## src/pressure_link_pkg.sv

```systemverilog
// Shared constants and types of the pressure sensor host link
package pressure_link_pkg;
	// Clock and timing
	localparam int unsigned CLK_HZ           = 40_000_000;
	localparam int unsigned T_STRETCH_TYP_US = 15;
	localparam int unsigned T_STRETCH_MAX_US = 100;
	localparam int unsigned STRETCH_TYP_CYC  = T_STRETCH_TYP_US * (CLK_HZ / 1_000_000);
	localparam int unsigned STRETCH_MAX_CYC  = T_STRETCH_MAX_US * (CLK_HZ / 1_000_000);
	localparam int unsigned T_STARTUP_MS     = 80;
	localparam int unsigned STARTUP_CYC      = T_STARTUP_MS * (CLK_HZ / 1000);
	localparam int unsigned T_IO_DELAY_US    = 1000;
	localparam int unsigned IO_DELAY_CYC     = T_IO_DELAY_US * (CLK_HZ / 1_000_000);
	localparam int unsigned WDOG_UNIT_CYC    = CLK_HZ / 1000;
	// Control register reset values and field positions
	localparam logic [7:0] MODE_RESET     = 8'hf6;
	localparam logic [7:0] RATE_RESET     = 8'h00;
	localparam int unsigned MODE_RANGE_LSB = 0;
	localparam int unsigned MODE_WDOG_BIT  = 3;
	localparam int unsigned MODE_BW_LSB    = 4;
	localparam int unsigned MODE_NOTCH_BIT = 7;
	// Two-wire address strap
	localparam logic [6:0] ADDR_BASE      = 7'h28;
	localparam logic [6:0] ADDR_MAX       = 7'h31;
	localparam logic [3:0] ADDR_LEVEL_MAX = 4'h9;
	// Read sequence byte positions
	localparam logic [4:0] NUM_CTRL_BYTES = 5'h02;
	localparam logic [4:0] IDX_TEMP       = 5'h02;
	localparam logic [4:0] IDX_MODEL      = 5'h04;
	localparam logic [4:0] IDX_SERIAL     = 5'h0c;
	localparam logic [4:0] IDX_BUILD      = 5'h10;
	localparam logic [4:0] XFER_BYTES     = 5'h16;
	localparam logic [7:0] UNDEF_BYTE     = 8'hff;
	// 0.9 in Q1.15, places full scale at 90 percent of the code range
	localparam logic signed [15:0] FS_90_Q15 = 16'sh7333;
	// Automatic pacing divisors of the 444 Hz tick, one per bandwidth code
	localparam logic [7:0] AUTO_DIV [8] = '{8'h01, 8'h02, 8'h04, 8'h08, 8'h10, 8'h25, 8'h4a, 8'h94};

	// Mode control byte, bit 7 down to bit 0
	typedef struct packed {
		logic       notch;
		logic [2:0] bandwidth_limit_field;
		logic       wdog;
		logic [2:0] range;
	} mode_t;

	typedef struct packed {
		logic [15:0] pressure;
		logic [15:0] temperature;
	} sample_t;
endpackage

```

## src/pin_sync.sv

```systemverilog
// Two flip-flop synchroniser for pin inputs
module pin_sync #(
	parameter int unsigned W = 1
) (
	input  wire logic         clk_i,
	input  wire logic         rst_i,
	input  wire logic [W-1:0] d_i,
	output logic      [W-1:0] q_o
);
	logic [W-1:0] meta_reg;
	logic [W-1:0] sync_reg;

	// First stage feeds only the second
	always_ff @(posedge clk_i or posedge rst_i) begin
		if (rst_i) begin
			meta_reg <= '0;
			sync_reg <= '0;
		end else begin
			meta_reg <= d_i;
			sync_reg <= meta_reg;
		end
	end

	assign q_o = sync_reg;
endmodule

```

## src/sample_buffer.sv

```systemverilog
// Small valid/ready FIFO between acquisition and the serial ports
module sample_buffer #(
	parameter int unsigned W     = 32,
	parameter int unsigned DEPTH = 2
) (
	input  wire logic         clk_i,
	input  wire logic         rst_i,
	input  wire logic         in_valid_i,
	output logic              in_ready_o,
	input  wire logic [W-1:0] in_data_i,
	output logic              out_valid_o,
	input  wire logic         out_ready_i,
	output logic      [W-1:0] out_data_o
);
	localparam int unsigned PW = (DEPTH > 1) ? $clog2(DEPTH) : 1;
	localparam int unsigned CW = $clog2(DEPTH + 1);

	logic [W-1:0]  mem_reg [DEPTH];
	logic [PW-1:0] wr_ptr_reg;
	logic [PW-1:0] rd_ptr_reg;
	logic [CW-1:0] count_reg;
	logic          push;
	logic          pop;

	assign in_ready_o  = (count_reg != CW'(DEPTH));
	assign out_valid_o = (count_reg != '0);
	assign out_data_o  = mem_reg[rd_ptr_reg];
	assign push        = in_valid_i && in_ready_o;
	assign pop         = out_valid_o && out_ready_i;

	// Storage
	always_ff @(posedge clk_i) begin
		if (push) begin
			mem_reg[wr_ptr_reg] <= in_data_i;
		end
	end

	// Pointers and fill level
	always_ff @(posedge clk_i or posedge rst_i) begin
		if (rst_i) begin
			wr_ptr_reg <= '0;
			rd_ptr_reg <= '0;
			count_reg  <= '0;
		end else begin
			if (push) begin
				wr_ptr_reg <= (wr_ptr_reg == PW'(DEPTH - 1)) ? '0 : wr_ptr_reg + 1'b1;
			end
			if (pop) begin
				rd_ptr_reg <= (rd_ptr_reg == PW'(DEPTH - 1)) ? '0 : rd_ptr_reg + 1'b1;
			end
			if (push && !pop) begin
				count_reg <= count_reg + 1'b1;
			end else if (pop && !push) begin
				count_reg <= count_reg - 1'b1;
			end
		end
	end
endmodule

```

## src/pressure_link.sv

```systemverilog
// Serial host link of the pressure sensor: two-wire and four-wire slave ports
module pressure_link #(
	parameter int unsigned          STARTUP_CYC_P  = pressure_link_pkg::STARTUP_CYC,
	parameter int unsigned          IO_DELAY_CYC_P = pressure_link_pkg::IO_DELAY_CYC,
	parameter int unsigned          WDOG_UNIT_P    = pressure_link_pkg::WDOG_UNIT_CYC,
	parameter logic [63:0]          MODEL_ID       = 64'h5053_3031_0000_0000, // Arbitrary value
	parameter logic [31:0]          SERIAL_ID      = 32'h0000_0001,           // Arbitrary value
	parameter logic [47:0]          BUILD_ID       = 48'h3030_3031_4100       // Arbitrary value
) (
	input  wire logic                      clk_i,
	input  wire logic                      rst_i,
	input  wire logic                      port_select_n_i,
	input  wire logic                      scl_mosi_i,
	output logic                           scl_o,
	output logic                           scl_oe_o,
	input  wire logic                      sda_miso_i,
	output logic                           sda_o,
	output logic                           sda_oe_o,
	input  wire logic                      sck_i,
	input  wire logic [3:0]                addr_level_i,
	input  wire logic                      sample_tick_i,
	input  wire logic signed [15:0]        raw_pressure_i,
	input  wire logic [15:0]               temperature_i,
	output logic                           acq_ready_o,
	output logic                           sample_ready_pin_o,
	output logic                           settled_o,
	output logic                           self_reset_o,
	output pressure_link_pkg::mode_t       measurement_config_o
);
	import pressure_link_pkg::*;

	typedef enum {ST_IDLE, ST_ADDR, ST_AACK, ST_WR, ST_WACK, ST_RD, ST_RACK, ST_STR, ST_SPI} link_state_t;

	logic [7:0]  pin_s;
	logic [3:0]  pin_q_reg;
	logic        nss_s, scl_s, sda_s, sck_s;
	logic [3:0]  level_s;
	logic        nss_fall, scl_rise, scl_fall, sck_rise, sck_fall, start_c, stop_c, activity;
	logic [31:0] boot_cnt_reg;
	logic        iface_on_reg, spi_sel_reg, settled_reg;
	logic [6:0]  addr_reg;
	mode_t       mode_wr_reg, mode_stage_reg, mode_act_reg;
	logic [7:0]  rate_reg, div_cnt_reg, divisor;
	logic        dav_reg, dav_fire;
	logic [31:0] wd_cnt_reg, wd_limit;
	logic        soft_rst_reg;
	link_state_t st_reg, ret_reg;
	logic [3:0]  bit_reg;
	logic [7:0]  sh_reg, tx_reg, ctrl_byte_reg, byte0, byte_nx;
	logic [4:0]  idx_reg, idx_nx;
	logic        rw_reg, long_done_reg, ctrl_we_reg, ctrl_sel_reg, sda_oe_reg, scl_oe_reg;
	logic [11:0] str_cnt_reg;
	sample_t     snap_reg, cur, buf_data, in_sample;
	logic        buf_valid, read_go;

	// Address from the quantised strap level, clamped to the top entry
	function automatic logic [6:0] strap_addr(input logic [3:0] lvl);
		logic [3:0] l;
		l = (lvl > ADDR_LEVEL_MAX) ? ADDR_LEVEL_MAX : lvl;
		return ADDR_BASE + {3'b000, l};
	endfunction

	// Output full scale at 90 percent of the code range
	function automatic logic [15:0] scale_fs(input logic signed [15:0] raw);
		logic signed [31:0] p;
		p = raw * FS_90_Q15;
		return p[30:15];
	endfunction

	// Byte of the read sequence at a given position
	function automatic logic [7:0] get_byte(input logic [4:0] i, input sample_t s);
		logic [4:0] k;
		k = 5'h00;
		if (i < IDX_TEMP) begin
			return i[0] ? s.pressure[7:0] : s.pressure[15:8];
		end else if (i < IDX_MODEL) begin
			return i[0] ? s.temperature[7:0] : s.temperature[15:8];
		end else if (i < IDX_SERIAL) begin
			k = i - IDX_MODEL;
			return MODEL_ID[8*(7-k) +: 8];
		end else if (i < IDX_BUILD) begin
			k = i - IDX_SERIAL;
			return SERIAL_ID[8*(3-k) +: 8];
		end else if (i < XFER_BYTES) begin
			k = i - IDX_BUILD;
			return BUILD_ID[8*(5-k) +: 8];
		end
		return UNDEF_BYTE;
	endfunction

	pin_sync #(.W(8)) u_sync (
		.clk_i (clk_i),
		.rst_i (rst_i),
		.d_i   ({addr_level_i, sck_i, sda_miso_i, scl_mosi_i, port_select_n_i}),
		.q_o   (pin_s)
	);

	assign in_sample = '{pressure: scale_fs(raw_pressure_i), temperature: temperature_i};

	sample_buffer #(.W($bits(sample_t)), .DEPTH(2)) u_buf (
		.clk_i       (clk_i),
		.rst_i       (rst_i),
		.in_valid_i  (sample_tick_i),
		.in_ready_o  (acq_ready_o),
		.in_data_i   (in_sample),
		.out_valid_o (buf_valid),
		.out_ready_i (read_go),
		.out_data_o  (buf_data)
	);

	// Pin edges on the synchronised levels
	assign {level_s, sck_s, sda_s, scl_s, nss_s} = pin_s;
	assign nss_fall = pin_q_reg[0] && !nss_s;
	assign scl_rise = !pin_q_reg[1] && scl_s;
	assign scl_fall = pin_q_reg[1] && !scl_s;
	assign sck_rise = !pin_q_reg[3] && sck_s;
	assign sck_fall = pin_q_reg[3] && !sck_s;
	assign start_c  = scl_s && pin_q_reg[1] && pin_q_reg[2] && !sda_s;
	assign stop_c   = scl_s && pin_q_reg[1] && !pin_q_reg[2] && sda_s;
	assign activity = (pin_q_reg[0] ^ nss_s) || (pin_q_reg[1] ^ scl_s) || (pin_q_reg[3] ^ sck_s);

	always_ff @(posedge clk_i or posedge rst_i) begin
		if (rst_i) begin
			pin_q_reg <= 4'hf;
		end else begin
			pin_q_reg <= pin_s[3:0];
		end
	end

	// Start of a read: select drop on four-wire, end of read address ack on two-wire
	assign cur     = buf_valid ? buf_data : snap_reg;
	assign byte0   = get_byte(5'h00, cur);
	assign idx_nx  = (idx_reg == 5'h1f) ? idx_reg : idx_reg + 5'h01;
	assign byte_nx = get_byte(idx_nx, snap_reg);
	assign read_go = iface_on_reg && !soft_rst_reg && (spi_sel_reg ? nss_fall
		: (st_reg == ST_AACK && scl_fall && rw_reg && !start_c && !stop_c));

	// Start-up delay, port selection and strap capture
	always_ff @(posedge clk_i or posedge rst_i) begin
		if (rst_i) begin
			boot_cnt_reg <= '0;
			iface_on_reg <= 1'b0;
			spi_sel_reg  <= 1'b0;
			addr_reg     <= ADDR_BASE;
			settled_reg  <= 1'b0;
		end else if (soft_rst_reg) begin
			boot_cnt_reg <= '0;
			iface_on_reg <= 1'b0;
			spi_sel_reg  <= 1'b0;
			addr_reg     <= ADDR_BASE;
			settled_reg  <= 1'b0;
		end else begin
			if (boot_cnt_reg != STARTUP_CYC_P) begin
				boot_cnt_reg <= boot_cnt_reg + 32'd1;
			end
			if (!iface_on_reg && boot_cnt_reg >= IO_DELAY_CYC_P) begin
				iface_on_reg <= 1'b1;
				spi_sel_reg  <= nss_s;
				addr_reg     <= strap_addr(level_s);
			end
			settled_reg <= (boot_cnt_reg == STARTUP_CYC_P);
		end
	end

	// Control registers with two-read latency on the active mode
	always_ff @(posedge clk_i or posedge rst_i) begin
		if (rst_i) begin
			mode_wr_reg    <= mode_t'(MODE_RESET);
			mode_stage_reg <= mode_t'(MODE_RESET);
			mode_act_reg   <= mode_t'(MODE_RESET);
			rate_reg       <= RATE_RESET;
		end else if (soft_rst_reg) begin
			mode_wr_reg    <= mode_t'(MODE_RESET);
			mode_stage_reg <= mode_t'(MODE_RESET);
			mode_act_reg   <= mode_t'(MODE_RESET);
			rate_reg       <= RATE_RESET;
		end else begin
			if (ctrl_we_reg && !ctrl_sel_reg) begin
				mode_wr_reg <= mode_t'(ctrl_byte_reg);
			end
			if (ctrl_we_reg && ctrl_sel_reg) begin
				rate_reg <= ctrl_byte_reg;
			end
			if (read_go) begin
				mode_stage_reg <= mode_wr_reg;
				mode_act_reg   <= mode_stage_reg;
			end
		end
	end

	// Ready pacing divider of the update tick
	assign divisor  = (rate_reg != 8'h00) ? rate_reg : AUTO_DIV[mode_act_reg.bandwidth_limit_field];
	assign dav_fire = sample_tick_i && (div_cnt_reg <= 8'h01);

	always_ff @(posedge clk_i or posedge rst_i) begin
		if (rst_i) begin
			div_cnt_reg <= 8'h00;
			dav_reg     <= 1'b0;
		end else begin
			if (dav_fire) begin
				div_cnt_reg <= divisor;
			end else if (sample_tick_i) begin
				div_cnt_reg <= div_cnt_reg - 8'h01;
			end
			if (dav_fire) begin
				dav_reg <= 1'b1;
			end else if (read_go) begin
				dav_reg <= 1'b0;
			end
		end
	end

	// Link watchdog, timeout doubles per bandwidth code
	assign wd_limit = WDOG_UNIT_P << mode_act_reg.bandwidth_limit_field;

	always_ff @(posedge clk_i or posedge rst_i) begin
		if (rst_i) begin
			wd_cnt_reg   <= '0;
			soft_rst_reg <= 1'b0;
		end else begin
			if (!mode_act_reg.wdog || activity || soft_rst_reg) begin
				wd_cnt_reg <= '0;
			end else begin
				wd_cnt_reg <= wd_cnt_reg + 32'd1;
			end
			soft_rst_reg <= mode_act_reg.wdog && !activity && !soft_rst_reg && (wd_cnt_reg >= wd_limit);
		end
	end

	// Held sample for the bytes after the first
	always_ff @(posedge clk_i or posedge rst_i) begin
		if (rst_i) begin
			snap_reg <= '0;
		end else if (read_go && buf_valid) begin
			snap_reg <= buf_data;
		end
	end

	// Serial engine: four-wire shift or two-wire slave state machine
	always_ff @(posedge clk_i or posedge rst_i) begin
		if (rst_i) begin
			st_reg <= ST_IDLE;
			ret_reg <= ST_IDLE;
			bit_reg <= 4'h0;
			sh_reg <= 8'h00;
			tx_reg <= 8'h00;
			idx_reg <= 5'h00;
			rw_reg <= 1'b0;
			long_done_reg <= 1'b0;
			str_cnt_reg <= 12'h000;
			ctrl_we_reg <= 1'b0;
			ctrl_sel_reg <= 1'b0;
			ctrl_byte_reg <= 8'h00;
			sda_oe_reg <= 1'b0;
			scl_oe_reg <= 1'b0;
		end else begin
			ctrl_we_reg <= 1'b0;
			if (soft_rst_reg || !iface_on_reg) begin
				st_reg <= ST_IDLE;
				sda_oe_reg <= 1'b0;
				scl_oe_reg <= 1'b0;
			end else if (spi_sel_reg) begin
				scl_oe_reg <= 1'b0;
				if (nss_s) begin
					st_reg <= ST_IDLE;
					sda_oe_reg <= 1'b0;
				end else if (nss_fall) begin
					st_reg <= ST_SPI;
					idx_reg <= 5'h00;
					bit_reg <= 4'h0;
					tx_reg <= byte0;
					sda_oe_reg <= 1'b1;
				end else if (st_reg == ST_SPI && sck_rise) begin
					sh_reg <= {sh_reg[6:0], scl_s};
					bit_reg <= bit_reg + 4'h1;
					if (bit_reg == 4'h7) begin
						ctrl_we_reg <= (idx_reg < NUM_CTRL_BYTES);
						ctrl_sel_reg <= idx_reg[0];
						ctrl_byte_reg <= {sh_reg[6:0], scl_s};
						idx_reg <= idx_nx;
					end
				end else if (st_reg == ST_SPI && sck_fall) begin
					if (bit_reg == 4'h8) begin
						bit_reg <= 4'h0;
						tx_reg <= get_byte(idx_reg, snap_reg);
					end else begin
						tx_reg <= {tx_reg[6:0], 1'b0};
					end
				end
			end else if (start_c) begin
				st_reg <= ST_ADDR;
				bit_reg <= 4'h0;
				long_done_reg <= 1'b0;
				sda_oe_reg <= 1'b0;
				scl_oe_reg <= 1'b0;
			end else if (stop_c) begin
				st_reg <= ST_IDLE;
				sda_oe_reg <= 1'b0;
				scl_oe_reg <= 1'b0;
			end else begin
				case (st_reg)
					ST_ADDR, ST_WR: begin
						if (scl_rise) begin
							sh_reg <= {sh_reg[6:0], sda_s};
							bit_reg <= bit_reg + 4'h1;
						end else if (scl_fall && bit_reg == 4'h8) begin
							bit_reg <= 4'h0;
							if (st_reg == ST_WR) begin
								ctrl_we_reg <= (idx_reg < NUM_CTRL_BYTES);
								ctrl_sel_reg <= idx_reg[0];
								ctrl_byte_reg <= sh_reg;
								idx_reg <= idx_nx;
								sda_oe_reg <= 1'b1;
								st_reg <= ST_WACK;
							end else if (sh_reg[7:1] == addr_reg) begin
								rw_reg <= sh_reg[0];
								idx_reg <= 5'h00;
								sda_oe_reg <= 1'b1;
								st_reg <= ST_AACK;
							end else begin
								st_reg <= ST_IDLE;
							end
						end
					end
					ST_AACK, ST_WACK: begin
						if (scl_fall) begin
							scl_oe_reg <= 1'b1;
							str_cnt_reg <= long_done_reg ? 12'(STRETCH_TYP_CYC - 1) : 12'(STRETCH_MAX_CYC - 1);
							long_done_reg <= 1'b1;
							st_reg <= ST_STR;
							ret_reg <= (st_reg == ST_AACK && rw_reg) ? ST_RD : ST_WR;
							tx_reg <= byte0;
							sda_oe_reg <= (st_reg == ST_AACK && rw_reg) && !byte0[7];
						end
					end
					ST_STR: begin
						if (str_cnt_reg == 12'h000) begin
							scl_oe_reg <= 1'b0;
							st_reg <= ret_reg;
						end else begin
							str_cnt_reg <= str_cnt_reg - 12'h001;
						end
					end
					ST_RD: begin
						if (scl_fall) begin
							if (bit_reg == 4'h7) begin
								bit_reg <= 4'h0;
								sda_oe_reg <= 1'b0;
								st_reg <= ST_RACK;
							end else begin
								bit_reg <= bit_reg + 4'h1;
								tx_reg <= {tx_reg[6:0], 1'b0};
								sda_oe_reg <= !tx_reg[6];
							end
						end
					end
					ST_RACK: begin
						if (scl_rise) begin
							sh_reg <= {sh_reg[6:0], sda_s};
						end else if (scl_fall) begin
							if (!sh_reg[0]) begin
								idx_reg <= idx_nx;
								tx_reg <= byte_nx;
								sda_oe_reg <= !byte_nx[7];
								scl_oe_reg <= 1'b1;
								str_cnt_reg <= long_done_reg ? 12'(STRETCH_TYP_CYC - 1) : 12'(STRETCH_MAX_CYC - 1);
								long_done_reg <= 1'b1;
								ret_reg <= ST_RD;
								st_reg <= ST_STR;
							end else begin
								st_reg <= ST_IDLE;
							end
						end
					end
					default: begin
						sda_oe_reg <= 1'b0;
						scl_oe_reg <= 1'b0;
					end
				endcase
			end
		end
	end

	// Pins and status outputs
	assign scl_o                = 1'b0;
	assign scl_oe_o             = scl_oe_reg;
	assign sda_o                = spi_sel_reg ? tx_reg[7] : 1'b0;
	assign sda_oe_o             = sda_oe_reg;
	assign sample_ready_pin_o   = dav_reg;
	assign settled_o            = settled_reg;
	assign self_reset_o         = soft_rst_reg;
	assign measurement_config_o = mode_act_reg;
endmodule

```

## config.mk

```make
export PLATFORM = sky130hd
export DESIGN_NAME = pressure_link
export DESIGN_NICKNAME = d
export VERILOG_FILES = /design/src/pressure_link_pkg.sv /design/src/pin_sync.sv /design/src/sample_buffer.sv /design/src/pressure_link.sv
export SDC_FILE = /design/constraint.sdc
export NUM_CORES = 1
export LEC_CHECK = 0
export ABC_CLOCK_PERIOD_IN_PS = 11060
export BUFFER_PORTS_ARGS = -buffer_cell sky130_fd_sc_hd__buf_4
export CORE_ASPECT_RATIO = 1.25
export CORE_MARGIN = 2
export CORE_UTILIZATION = 65
export CTS_CLUSTER_SIZE = 8
export DETAILED_ROUTE_END_ITERATION = 16
export PLACE_DENSITY_LB_ADDON = 0.12
export SETUP_SLACK_MARGIN = 0.05
export SYNTH_ARGS = -nofsm -noshare
export SYNTH_HDL_FRONTEND = slang
export SYNTH_SLANG_ARGS = --single-unit
```

## constraint.sdc

```tcl
create_clock -name clk_i -period 11.06 [get_ports clk_i]
set_input_delay 0.553 -clock clk_i [delete_from_list [all_inputs] [get_ports clk_i]]
set_output_delay 0.553 -clock clk_i [all_outputs]
set_load 0.02 [all_outputs]
```

==> impl_metrics.json <==
{
  "met3_usage": 0.0332,
  "crit_required_ns": 11.32,
  "setup_viol": 0,
  "crit_type": "in -> reg",
  "drc": 0,
  "fin_tns_setup_ns": 0,
  "cts-root-buf": "clkbuf_16",
  "grt_overflow_total": 0,
  "power-per-cell-area_nw_per_um2": 225,
  "cpMaxStageDelayCell": "fa_1",
  "placed_area_um2": 20600,
  "layout_commonest_cell": "inv_1",
  "maxCapViolations": 0,
  "drt-total-wl_mm": 44.0,
  "period_minus_slack_ns": 5.80,
  "peakVddDrop_v": 0.000319,
  "grt.met1_usage": 0.344,
  "die_area_um2": 32000,
  "track_usage": 0.282,
  "cts_num_sinks": 292,
  "grt_pass1_wl_mm": 73.4,
  "relSlewSlack": 0.254,
  "largest_reg_flops": 64,
  "cts_resized": 0,
  "dpl.hpwl_mm": 32.4,
  "antenna_cells": 0,
  "rsz0062_at_grt": "false",
  "start_util": 0.661,
  "crit_fanout": 40,
  "slowest_delay_ns": 0.57,
  "synth-main-ff-cell": "dfrtp_1",
  "cts_tree": "yes",
  "ys_seq_area_frac": 0.385,
  "fmax_mhz": 172,
  "die_y_um": 200,
  "synthesis.nets": 2324,
  "core_area_um2": 30100,
  "post_cts_buffers": 0,
  "synth.top_cell.area_share": 0.258,
  "first_global_vias": 14980,
  "power_leakage_nw": 9.89,
  "ctsHoldBuffers": 0,
  "fin_worst_skew_ns": 0.0214,
  "crit_family": "adder cells",
  "crit_path_end_kind": "flip-flop",
  "insertion_delay_ns": 0.54,
  "vias": 14809,
  "busiest_layer": "met2",
  "path_buf_inv": 3,
  "layout_common_cells": "inv_1, dfrtp_1, nor2_1, nand2_1, ha_1",
  "path_common_cell": "fa_1",
  "worst_slew_pin_slew_ns": 1.09,
  "min_period_over_period": 0.524,
  "vias_per_cell": 5.92,
  "num_io_pins": 59,
  "drt_iter0_drc": 1224,
  "final_max_slew_viol_count": 0,
  "firstDrtPassIters": 8,
  "nNetsFinal": 2366,
  "placementRows": 71,
  "portBuffers": 57,
  "status": "complete, no violations",
  "hold_violations": 0,
  "syn2layout_area_growth_pct": 10.0,
  "worstPathArrival_ns": 6.06,
  "grt_max_degree": 93,
  "synth_edf_count": 64,
  "die_x_um": 160,
  "startpoint_type": "input pin",
  "htreeDepth": 2,
  "syn_area_per_cell_um2": 9.82,
  "ys_seq_elements": 292,
  "synth_area_um2": 19900,
  "clk_path_buf_depth": 3,
  "synth_area_leaders": "dfrtp_1, ha_1, edfxtp_1",
  "hp-class": "in -> async",
  "numCtsBuffers": 42,
  "synth_top_area_cell": "dfrtp_1",
  "final_area_um2": 21900,
  "yosysUniqueCellTypes": 86,
  "cts.clk_slew.worst_paths_ns": 0.06,
  "routedWlPerCell_um": 17.6,
  "synth_warnings": 0,
  "drive_gt1_frac": 0.0961,
  "ant_nets": 0,
  "syn_inst": 2025,
  "async_reset_ff_frac": 0.781,
  "routabilityCongestion": 0.971,
  "antenna_found_initial": 0,
  "crit_path_cell_trace": "buf_4, inv_1, fa_1, fa_1, fa_1, fa_1, inv_1, fa_1, ha_1, or3_1, a211o_1, o31ai_2, a211oi_2, a31o_4, a22oi_4, o311ai_4, a21oi_2, xnor2_1",
  "met2_usage": 0.513
}
==> layer usage <==
| layer | vias to the layer above | part of all wire |
|---|---|---|
| li1 | 7043 | - |
| met3 | 126 | 0.036 |
| met2 | 370 | 0.52 |
| met4 | 0 | 0.038 |
| met5 | - | 0 |
| met1 | 7270 | 0.41 |
==> logic make-up (layout without fill, tap and decap cells) <==
logic type	after synthesis	in the layout	synth area share
AND/OR/NAND/NOR	603	603	0.144
AO/OA/AOI/OAI	390	390	0.124
flip-flops	292	292	0.385
buffers and inverters	286	362	0.0559
adder cells (fa/ha/maj)	256	256	0.197
XOR/XNOR	109	109	0.0498
multiplexers	88	88	0.0453
other	1	1	0.000189
==> path summary, 6_finish.rpt <==
kind                                                   start                              to  slack [ns]  cells past startpoint
worst max register to register        idx_reg[0]$_DFFE_PP0P_           tx_reg[5]$_DFFE_PP0P_        7.46                     12
worst min-delay path                                   rst_i          idx_reg[0]$_DFFE_PP0P_        0.12                      2
max in group asynchronous                              rst_i   mode_stage_reg[3]$_DFFE_PP0P_        8.81                      4
worst max-delay path                      raw_pressure_i[15]  u_buf.mem_reg[1][31]$_DFFE_PP_        5.26                     18
min in group clk_i                                     sck_i    u_sync.meta_reg[3]$_DFF_PP0_        0.12                      1
worst min register to register  u_sync.meta_reg[7]$_DFF_PP0_         u_sync.q_o[7]$_DFF_PP0_        0.34                      0
==> synthesized netlist by cell type (4+ instances only) <==
library cell	number
o21ai_0	107
nor3_1	33
nand4_1	19
and3_1	17
inv_1	209
nand2b_1	18
o211ai_1	14
o21a_1	14
nand2_1	173
dfstp_2	23
nor2b_1	27
edfxtp_1	64
mux2_2	16
nand3b_1	11
o221ai_1	6
xnor2_1	52
ha_1	162
buf_4	4
fa_1	94
a2111oi_0	7
or3_1	15
a211o_1	15
mux2i_1	72
nand3_1	54
o31ai_1	8
a211oi_1	8
buf_2	17
and2_1	6
clkbuf_1	49
or2_2	5
dfrtp_1	205
nor4_1	14
a31oi_1	16
a311oi_1	6
a21oi_1	130
o22ai_1	7
o2111ai_1	5
a21o_1	8
or4_1	5
xor2_1	53
nor2_1	185
o21ai_1	4
a21oi_2	7
==> through the flow <==
stage	hold slack, ns	setup WS (ns)	instances	total power (W)	utilization
after floorplan	0.331	4.30	2025	0.00321	-
after global placement	0.334	4.88	2424	0.00367	0.685
after detailed placement	0.336	4.74	2424	0.00373	0.685
after CTS	0.100	5.29	2502	0.00497	0.727
after global routing	0.104	5.00	2502	0.00530	0.727
final	0.118	5.26	2502	0.00493	0.727
==> power breakdown <==
part | internal (W) | switching (W) | leakage [nW]
Clock | 0.000742 | 0.000457 | 0.594
Sequential | 0.00144 | 0.0000450 | 3.61
Combinational | 0.000933 | 0.00131 | 5.68
==> area by class of cell <==
class	instances	area (µm²)
multi-input cells	1447	11100
fillers	2207	8230
flip-flops and latches	292	7660
clock buffers	76	1220
inverters	213	808
repair buffers	71	533
well taps	401	502
clock inverters	2	28.8
Power figures use the tool's default switching activity.
